[config.mk]
export PLATFORM = sky130hd
export DESIGN_NAME = brfs_status
export DESIGN_NICKNAME = d
export VERILOG_FILES = /design/src/rtl/brfs_pkg.sv /design/src/rtl/brfs_settle.sv /design/src/rtl/brfs_status.sv
export SDC_FILE = /design/constraint.sdc
export NUM_CORES = 1
export LEC_CHECK = 0
export ABC_AREA = 1
export BUFFER_PORTS_ARGS = -buffer_cell sky130_fd_sc_hd__buf_4
export CELL_PAD_IN_SITES_DETAIL_PLACEMENT = 1
export CELL_PAD_IN_SITES_GLOBAL_PLACEMENT = 1
export CORE_ASPECT_RATIO = 0.75
export CORE_MARGIN = 8
export CORE_UTILIZATION = 40
export CTS_CLUSTER_SIZE = 24
export DETAILED_ROUTE_END_ITERATION = 10
export PLACE_DENSITY = 0.88
export SETUP_SLACK_MARGIN = 0.02
export SLEW_MARGIN = 10
export SYNTH_ARGS = -nofsm -noshare
export SYNTH_HDL_FRONTEND = slang
export SYNTH_SLANG_ARGS = --single-unit
[constraint.sdc]
create_clock -name mclk -period 1.5 [get_ports mclk]
set_clock_uncertainty 0.1 [all_clocks]
set_input_delay 0.225 -clock mclk [delete_from_list [all_inputs] [get_ports mclk]]
set_output_delay 0.225 -clock mclk [all_outputs]
set_load 0.05 [all_outputs]
[src/rtl/brfs_pkg.sv]
package brfs_pkg;
    // register map, byte addresses on the avalon bus
    localparam logic [3:0] ADDR_STATUS = 4'h0; // fault status, read only
    localparam logic [3:0] ADDR_ENABLE = 4'h4; // comparator enable
    localparam logic [3:0] ADDR_IRQ_STAT = 4'h8; // sticky event bits, write one to clear
    localparam logic [3:0] ADDR_IRQ_MASK = 4'hc; // interrupt mask
    localparam int NUM_CH = 6;
    localparam logic [5:0] RESET_VAL = 6'h00;
    localparam logic [31:0] UNMAPPED_VAL = 32'h00000000;
    // settling time and its cycle count at 200 MHz, least time rounded up
    localparam real SETTLE_MS = 2.5;
    localparam real CLK_MHZ = 200.0;
    localparam int SETTLE_CYC_CALC = int'($ceil(SETTLE_MS * 1000.0 * CLK_MHZ));
    localparam int CNT_W = 20;

    // analog comparator results entering the block, one bit per channel
    typedef struct packed {
        logic [5:0] ratioHigh; // ratio above threshold
        logic [5:0] lowVolt; // cell voltage too low
    } brfs_analog_t;

    // avalon-mm slave request
    typedef struct packed {
        logic [3:0] address;
        logic read;
        logic write;
        logic [31:0] writedata;
    } brfs_avreq_t;
endpackage : brfs_pkg

[src/rtl/brfs_settle.sv]
`timescale 1ns/1ps
// per-channel settling timer: result valid once enabled long enough
module brfs_settle #(
    parameter int SETTLE_CYC = brfs_pkg::SETTLE_CYC_CALC
) (
    input wire logic mclk,
    input wire logic reset_n,
    input wire logic enable,
    output logic settled
);
    logic [brfs_pkg::CNT_W-1:0] count_r;
    logic [brfs_pkg::CNT_W-1:0] count_nxt;
    // local copy of the counter width so the size cast stays a plain name
    localparam int CW = brfs_pkg::CNT_W;
    localparam logic [brfs_pkg::CNT_W-1:0] LAST = CW'(SETTLE_CYC - 1);

    // count while enabled; disable restarts the wait
    always_comb begin
        count_nxt = count_r;
        if (!enable) begin
            count_nxt = '0;
        end else if (count_r != LAST) begin
            count_nxt = count_r + 1'b1;
        end
    end

    always_ff @(posedge mclk or negedge reset_n) begin
        if (!reset_n) begin
            count_r <= '0;
        end else begin
            count_r <= count_nxt;
        end
    end

    assign settled = enable && (count_r == LAST);
endmodule : brfs_settle

[src/rtl/brfs_status.sv]
// The address map and the Avalon-MM slave port were left to the implementer.
`timescale 1ns/1ps
// How it works
// (RULE1) ratio above threshold sets channel bit
// (RULE2) bit reads zero if below or disabled
// (RULE3) bit updates after 2.5 ms settling
// (RULE4) bit valid only while enable set
// (RULE5) read-only, resets zero, bits 7:6 zero
// (RULE6) low-voltage flag marks result untrustworthy
module brfs_status #(
    parameter int SETTLE_CYC = brfs_pkg::SETTLE_CYC_CALC
) (
    input wire logic mclk,
    input wire logic reset_n,
    input wire brfs_pkg::brfs_analog_t analogIn,
    input wire logic [3:0] avs_address,
    input wire logic avs_read,
    input wire logic avs_write,
    input wire logic [31:0] avs_writedata,
    output logic [31:0] avs_readdata,
    output logic avs_waitrequest,
    output logic irq
);
    logic [5:0] ratioSync1_r;
    logic [5:0] ratioSync2_r;
    logic [5:0] lowSync1_r;
    logic [5:0] lowSync2_r;
    logic [5:0] status_r;
    logic [5:0] status_nxt;
    logic [5:0] enable_r;
    logic [5:0] enable_nxt;
    logic [5:0] irqStat_r;
    logic [5:0] irqStat_nxt;
    logic [5:0] irqMask_r;
    logic [5:0] irqMask_nxt;
    logic [31:0] rdata_r;
    logic [31:0] rdata_nxt;
    logic ack_r;
    logic ack_nxt;
    logic [5:0] settled;
    logic [5:0] trusted;
    logic wrStrobe;

    // zero-extend a six-bit register onto the 32-bit read bus
    function automatic logic [31:0] zext6(input logic [5:0] v);
        return {26'h0, v};
    endfunction : zext6

    // two-flop synchronisers for the analog comparator outputs
    always_ff @(posedge mclk or negedge reset_n) begin
        if (!reset_n) begin
            ratioSync1_r <= 6'h00;
            ratioSync2_r <= 6'h00;
            lowSync1_r <= 6'h00;
            lowSync2_r <= 6'h00;
        end else begin
            ratioSync1_r <= analogIn.ratioHigh;
            ratioSync2_r <= ratioSync1_r;
            lowSync1_r <= analogIn.lowVolt;
            lowSync2_r <= lowSync1_r;
        end
    end

    // one settling timer per channel
    for (genvar ch = 0; ch < brfs_pkg::NUM_CH; ch++) begin : g_settle
        // (RULE3) settling delay timer
        brfs_settle #(
            .SETTLE_CYC(SETTLE_CYC)
        ) u_settle (
            .mclk(mclk),
            .reset_n(reset_n),
            .enable(enable_r[ch]),
            .settled(settled[ch])
        );
    end

    // (RULE6) low voltage voids result
    assign trusted = settled & ~lowSync2_r;

    // status update: bits hold stale until settled, forced low when disabled
    always_comb begin
        status_nxt = status_r;
        for (int i = 0; i < brfs_pkg::NUM_CH; i++) begin
            // (RULE2) disabled reads zero
            // (RULE4) valid only when enabled
            if (!enable_r[i]) begin
                status_nxt[i] = 1'b0;
            // (RULE1) ratio compare result
            // (RULE3) update once settled
            end else if (trusted[i]) begin
                status_nxt[i] = ratioSync2_r[i];
            end
        end
    end

    // avalon slave: one wait cycle, then ack with registered read data
    assign wrStrobe = avs_write && !ack_r;
    assign avs_waitrequest = (avs_read || avs_write) && !ack_r;

    always_comb begin
        ack_nxt = (avs_read || avs_write) && !ack_r;
        rdata_nxt = rdata_r;
        enable_nxt = enable_r;
        irqMask_nxt = irqMask_r;
        // new fault events set sticky bits; set wins over a clear
        irqStat_nxt = irqStat_r;
        if (wrStrobe && avs_address == brfs_pkg::ADDR_IRQ_STAT) begin
            irqStat_nxt = irqStat_r & ~avs_writedata[5:0];
        end
        irqStat_nxt = irqStat_nxt | (status_nxt & ~status_r);
        if (wrStrobe) begin
            case (avs_address)
                brfs_pkg::ADDR_ENABLE: enable_nxt = avs_writedata[5:0];
                brfs_pkg::ADDR_IRQ_MASK: irqMask_nxt = avs_writedata[5:0];
                // (RULE5) status ignores writes
                default: ;
            endcase
        end
        if (avs_read && !ack_r) begin
            case (avs_address)
                // (RULE5) reserved bits zero
                brfs_pkg::ADDR_STATUS: rdata_nxt = zext6(status_r);
                brfs_pkg::ADDR_ENABLE: rdata_nxt = zext6(enable_r);
                brfs_pkg::ADDR_IRQ_STAT: rdata_nxt = zext6(irqStat_r);
                brfs_pkg::ADDR_IRQ_MASK: rdata_nxt = zext6(irqMask_r);
                default: rdata_nxt = brfs_pkg::UNMAPPED_VAL;
            endcase
        end
    end

    // (RULE5) reset to zero
    always_ff @(posedge mclk or negedge reset_n) begin
        if (!reset_n) begin
            status_r <= brfs_pkg::RESET_VAL;
            enable_r <= 6'h00;
            irqStat_r <= 6'h00;
            irqMask_r <= 6'h00;
            rdata_r <= 32'h00000000;
            ack_r <= 1'b0;
        end else begin
            status_r <= status_nxt;
            enable_r <= enable_nxt;
            irqStat_r <= irqStat_nxt;
            irqMask_r <= irqMask_nxt;
            rdata_r <= rdata_nxt;
            ack_r <= ack_nxt;
        end
    end

    assign avs_readdata = rdata_r;
    assign irq = |(irqStat_r & irqMask_r); // level, held until cleared or masked
endmodule : brfs_status

==> results of run 1 <==
-- layout by cell type (no fill, tap or decap), types with 3 or more instances in the layout --
cell	count
nor2_1	99
inv_6	3
a21oi_1	31
nand3_1	49
buf_12	7
nand2_2	77
inv_1	119
nor3_4	21
xnor2_1	4
ha_4	6
nand3_2	24
a31oi_1	3
o21ai_1	14
nor3_2	22
nand2_1	218
dlygate4sd3_1	17
inv_4	10
a21oi_2	16
nor4_4	3
dfrtp_2	49
nor3_1	13
buf_4	221
nand4_1	42
buf_6	61
clkinv_4	3
nand2_4	37
nor2_2	41
nor2_4	66
inv_2	36
conb_1	26
a31oi_4	5
or2_4	3
clkbuf_16	17
xor2_1	15
nand3_4	20
o21ai_2	25
o21ai_0	26
dfrtp_1	126
-- what timing repair did --
action | 4_1_cts | 5_1_grt
pin swaps | 71 | 189
endpoints found under the hold margin | 192 | 0
endpoints found under the setup margin | 108 | 133
hold buffers | 17 | 0
setup buffers | 45 | 97
gates resized for setup | 236 | 453
-- worst min path at each step --
stage,from,to,cells after the start
2_1_floorplan,reset_n,ack_r,0
3_3_place_gp,reset_n,g_settle[5].u_settle.count_r[19],1
3_5_place_dp,reset_n,g_settle[5].u_settle.count_r[5],1
4_1_cts,avs_read,ack_r,4
5_1_grt,avs_writedata[0],enable_r[0],3
6_report,avs_writedata[0],enable_r[0],3
-- layout make-up --
cell class	count	share of cell area, %
sequential	175	29.36
timing repair buffer	309	17.85
multi-input combinational	923	41.91
inverter	166	4.310
clock inverter	13	1.158
clock buffer	19	2.929
tap	300	2.482
-- worst max-delay path: cells and delay by family, from the launching register on --
kind / cells / cell delay (ns)
AND/OR/NAND/NOR: 4 / 0.87
buffers and inverters: 2 / 0.24
AO/OA/AOI/OAI: 1 / 0.28
flip-flops: 1 / 0.47
-- routing by layer --
layer | global-route usage (%) | share of wire, % | vias up
met2 | 47.68 | 48 | 847
met1 | 31.04 | 35 | 5908
met4 | 12.94 | 8.8 | 2
li1 | - | - | 4689
met5 | 0 | 0.022 | -
met3 | 4.373 | 8.1 | 408
-- report_power, final --
group	internal (mW)	switching [mW]	leakage, nW
clock	2.58	2.54	0.298
sequential	4.95	0.316	2.27
combinational	0.851	1.66	4.43
total	8.38	4.52	6.99
-- metrics by stage --
| step | power [mW] | TNS (ns) |
|---|---|---|
| floorplan | 6.143 | -0.01489 |
| global placement | 6.745 | -0.6044 |
| detailed placement | 6.846 | -3.464 |
| CTS | 11.92 | -0.6993 |
| global route | 13.14 | -22.60 |
| finish | 12.90 | -17.44 |
-- cells by family (layout without fill, tap and decap cells) --
group / Yosys count / after routing / share of synthesized area, %
AO/OA/AOI/OAI: 126 / 126 / 7.250
other: 1 / 26 / 0.03972
adder cells (fa/ha/maj): 6 / 6 / 0.7952
XOR/XNOR: 20 / 20 / 1.855
flip-flops: 175 / 175 / 46.39
buffers and inverters: 209 / 507 / 9.437
AND/OR/NAND/NOR: 745 / 745 / 34.23
-- registers in the layout, summed over array words and instances (netlist names) --
name / count
ack_r: 1
avs_readdata: 6
enable_r: 6
g_settle.u_settle.count_r: 120
irqMask_r: 6
irqStat_r: 6
lowSync1_r: 6
lowSync2_r: 6
ratioSync1_r: 6
ratioSync2_r: 6
status_r: 6
==> impl_metrics.yaml, run 1 <==
logic_synthesis:
  yosysUniqueCellTypes: 43
  syn_inst: 1282
  synth_top_area_share_pct: 46.39
  synth_area_um2: 9440
  yosysSeqAreaShare_pct: 46.39
  synth_edf_count: 0
  ys.flop_type: "dfrtp_1"
  ys_seq_elements: 175
  netlist_top_cells_count: "nand2_1 (329), nor2_1 (196), dfrtp_1 (175)"
  synthArstFlopShare_pct: 100.0
  synth_area_leader_cell: "dfrtp_1"
  synth_area_leaders: "dfrtp_1 (46%), nand2_1 (13%), nor2_1 (7.8%)"
  avgSynthCellArea_um2: 7.364
  yosysMostFrequentCell: "nand2_1"
  yosys_warnings: 0
timing:
  setup_viol: 123
  timing.slew.headroom_pct: 66.17
  finalWorstSetupSlack_ns: -0.6101
  min_period_ns: 2.110
  max_freq_mhz: 473.9
  slew_viol_final: 0
  holdWs_ns: 0.05282
  hold_viol_final: 0
  fin_crit_sh_pct: 140.7
  grt_setup_unrepaired: "yes"
  worstMarginPinSlew_ns: 0.5056
flow_run:
  cap_violations: 0
cells_and_area:
  multi_input_area_um2: 6339
  antenna_cells: 0
  nets: 1650
  area_growth_pct: 60.21
  layoutNonFillerInstCount: 1905
  drive_gt1_share_pct: 49.66
  regArea_um2: 4441
  finalInstanceArea_um2: 15120
  fillCellCount: 2662
  fin_util_pct: 65.41
setup_path:
  worstPathArrival_ns: 2.35
  crit_path_start_kind: "register"
  crit_type: "register to register"
  cp_data_required_time_ns: 1.74
  ff2ff_setup_slack_ns: -0.61
  cpMaxStageDelayCell: "dfrtp_1"
  max_stage_delay_ns: 0.47
  path_cells: "buf_6, nand3_4, inv_2, nand4_1, o21ai_1, nand2_1, nor2_1"
  crit_start: "g_settle[1].u_settle.count_r[0]"
  worstRegToRegCells: 7
  r2r_end: "g_settle[1].u_settle.count_r[17]"
  endpoint: "g_settle[1].u_settle.count_r[17]"
  cp_max_fo: 4
  r2r-start: "g_settle[1].u_settle.count_r[0]"
  crit_path_end_kind: "register"
die:
  rows: 48
  fp.coreArea_um2: 23120
  die_x_um: 193.4
  start_util_pct: 40.83
  num_io_pins: 86
  die_h_um: 149.0
  die_area_um2: 28820
detailed_routing:
  dr_total_vias: 11850
  via_per_inst: 6.223
  drt_pass1_iterations: 6
  drt_iter0_markers: 1185
  wl_per_cell_um: 28.92
  drtAntennaViolNets: 0
  drc: 0
  wirelength_mm: 55.10
clock_tree:
  cts.clk_slew.worst_paths_ns: 0.10
  cts_tree: "done"
  clkLatencyLatePin_ns: 0.49
  cts_root_buf: "clkbuf_16"
  cts_buffers: 17
  ctsLongestPathBuffers: 2
  cts_sinks: 175
  ctsHtreeMaxLevel: 4
global_route:
  grt_max_degree: 43
  grt_overflow: 0
  antenna_found_initial: 1
  grt_pass1_wl_mm: 61.69
  gr-usage-all-layers_pct: 26.65
  grt_pass1_vias: 11310
status:
  outcome: "finished, violations left"
  violations: "setup timing"
place:
  placed_area_um2: 10930
  place_congestion: 0.8824
  dp.cells: 1718
  portBuffers: 33
  place_hpwl_mm: 21.67
  place_ws_ns: -0.1524
worst_hold_path:
  min_path_type: "input pin to register"
power:
  p_per_area_nw_per_um2: 853.1
  leakagePower_nw: 6.993
  vdd_ir_drop_max_mv: 1.005
(Power assumes the default switching activity.)
==> inputs of run 2 (changes only) <==
--- a/config.mk
+++ b/config.mk
@@ -14,6 +14,7 @@
 export CORE_UTILIZATION = 40
 export CTS_CLUSTER_SIZE = 24
 export DETAILED_ROUTE_END_ITERATION = 10
+export HOLD_SLACK_MARGIN = 0.15
 export PLACE_DENSITY = 0.88
 export SETUP_SLACK_MARGIN = 0.02
 export SLEW_MARGIN = 10
==> run 2 against run 1 <==
  * The run still ends with setup timing left
  * Combinational power hardly changed
  * Via count is 0.49% higher
  * Fmax is 5.8% higher
  * Worst hold slack better by 0.10 ns
  * Non-clock buffer count is 7 lower
  * Wire length is 0.70% lower
  * Die area stayed put
  * First-iteration DRC count is 7.9% higher
  * Critical path depth is 2 lower
  * Final cell count is 0.31% lower
  * Clock-buffer cell count stayed put
  * Largest cell class unchanged
  * Highest routed layer is now met4
==> impl_metrics.yaml, run 2 (synthesis results as in run 1) <==
power:
  p_per_area_nw_per_um2: 855.4
  leakagePower_nw: 6.944
  vdd_ir_drop_max_mv: 1.258
  switching_power_mw: 4.453
  swShare_pct: 34.75
  clkPwrFrac_pct: 39.2
  seqPwrFrac_pct: 41.2
  comb_power_share_pct: 19.6
  power.internal_mw: 8.359
clock_tree:
  cts_root_buf: "clkbuf_16"
  cts_buffers: 17
  cts.clk_slew.worst_paths_ns: 0.08
  cts_sinks: 175
  cts_tree: "done"
  clkLatencyLatePin_ns: 0.48
  ctsHtreeMaxLevel: 4
  ctsLongestPathBuffers: 2
die:
  die_x_um: 193.4
  fp.coreArea_um2: 23120
  rows: 48
  num_io_pins: 86
  start_util_pct: 40.83
  die_area_um2: 28820
  die_h_um: 149.0
detailed_routing:
  drtAntennaViolNets: 0
  dr_total_vias: 11910
  wl_per_cell_um: 28.81
  via_per_inst: 6.273
  drt_pass1_iterations: 5
  wirelength_mm: 54.71
  drt_iter0_markers: 1279
  drc: 0
cells_and_area:
  largest_reg_flops: 120
  finalInstanceArea_um2: 14980
  regMostFlops: "g_settle.u_settle.count_r"
  final_common_cell: "nand2_1"
  final_cell_mix: "nand2_1 (221), buf_4 (216), dfrtp_1 (131), inv_1 (118), nor2_1 (105)"
  nets: 1643
  drive_gt1_share_pct: 48.62
  layoutNonFillerInstCount: 1899
  area_growth_pct: 58.65
setup_path:
  path_buf_inv: 2
  path_cells: "buf_6, nand3_4, inv_2, nand4_1, a21oi_1"
  worstPathArrival_ns: 2.21
  cp_data_required_time_ns: 1.72
  crit_type: "register to register"
  crit_path_end_kind: "register"
  cp_top_family: "compound AO/OA/AOI/OAI gates"
  max_stage_delay_ns: 0.52
  cp_max_fo: 4
  crit_path_start_kind: "register"
  cpMaxStageDelayCell: "a21oi_1"
  ff2ff_setup_slack_ns: -0.49
timing:
  min_period_ns: 1.994
  finalSetupTns_ns: -19.29
  hold_viol_final: 0
  worstMarginPinSlew_ns: 0.7499
  max_freq_mhz: 501.5
  grt_setup_unrepaired: "yes"
  fin_crit_sh_pct: 132.9
  timing.slew.headroom_pct: 50.01
  finalWorstSetupSlack_ns: -0.4940
  setup_viol: 132
  slew_viol_final: 0
global_route:
  grt_pass1_wl_mm: 60.55
  grt_max_degree: 43
  gr-usage-all-layers_pct: 26.11
  grt_overflow: 0
  grt_pass1_vias: 11220
  antenna_found_initial: 0
place:
  portBuffers: 33
  place_hpwl_mm: 21.67
  dp.cells: 1718
  placed_area_um2: 10930
  place_congestion: 0.8824
status:
  violations: "setup timing"
  outcome: "finished, violations left"
flow_run:
  cap_violations: 0
worst_hold_path:
  min_path_type: "input pin to async pin"
[run 2: metal layers]
metal / vias to the layer above / wire length (um) / global-route usage [%]
li1: 4669 / - / -
met1: 5893 / 19190 / 30.27
met2: 924 / 25930 / 46.43
met3: 426 / 4459 / 4.621
met4: 0 / 5132 / 13.17
met5: - / 0 / 0
[run 2: path summary, 6_finish.rpt]
check                           cells past startpoint                             from                                to
worst max register to register                      5  g_settle[1].u_settle.count_r[0]   g_settle[1].u_settle.count_r[9]
min in group mclk                                   5                   avs_address[2]                      irqMask_r[2]
worst min-delay path                                2                          reset_n                     lowSync2_r[5]
worst max-delay path                                5  g_settle[1].u_settle.count_r[0]   g_settle[1].u_settle.count_r[9]
worst min register to register                      0                  ratioSync1_r[4]                   ratioSync2_r[4]
max in group asynchronous                           3                          reset_n  g_settle[4].u_settle.count_r[15]
[run 2: power groups by stage]
stage | registers [mW] | clock network, mW | logic, mW
after floorplan | 5.24 | 0 | 0.900
after global placement | 5.23 | 0 | 1.52
after detailed placement | 5.25 | 0 | 1.60
after CTS | 5.18 | 4.81 | 1.94
after global routing | 5.28 | 5.14 | 2.58
final | 5.28 | 5.02 | 2.51
[run 2: layout make-up]
cell class	instances	area, um^2
diodes	1	2.502
clock buffers	19	442.9
clock inverters	13	175.2
fillers	2662	8145
inverters	166	656.9
multi-input cells	923	6264
flip-flops and latches	175	4434
well taps	300	375.4
repair buffers	302	2626
[run 2: stage by stage]
stage	hold WS [ns]	power [mW]	setup WS [ns]	utilization, %
floorplan	-0.1706	6.143	-0.01489	-
global placement	0.09628	6.745	-0.07632	47.28
detailed placement	0.09581	6.846	-0.1524	47.28
CTS	0.1760	11.94	-0.3637	55.84
global route	0.1940	13.01	-0.5807	64.76
finish	0.1535	12.81	-0.4940	64.77
[run 2: repair_timing]
item | in CTS | in global routing
setup buffers | 45 | 86
pin swaps | 71 | 177
endpoints found under the hold margin | 206 | 0
resized for setup | 236 | 430
endpoints found under the setup margin | 108 | 133
hold buffers | 21 | 0
[run 2: worst reg2reg max path, delay by kind of cell, from the launching register on]
kind	cells	cell delay, ns
and+or+nand+nor	2	0.44
AOI/OAI and AO/OA	1	0.52
DFF	1	0.51
buffers and inverters	2	0.28
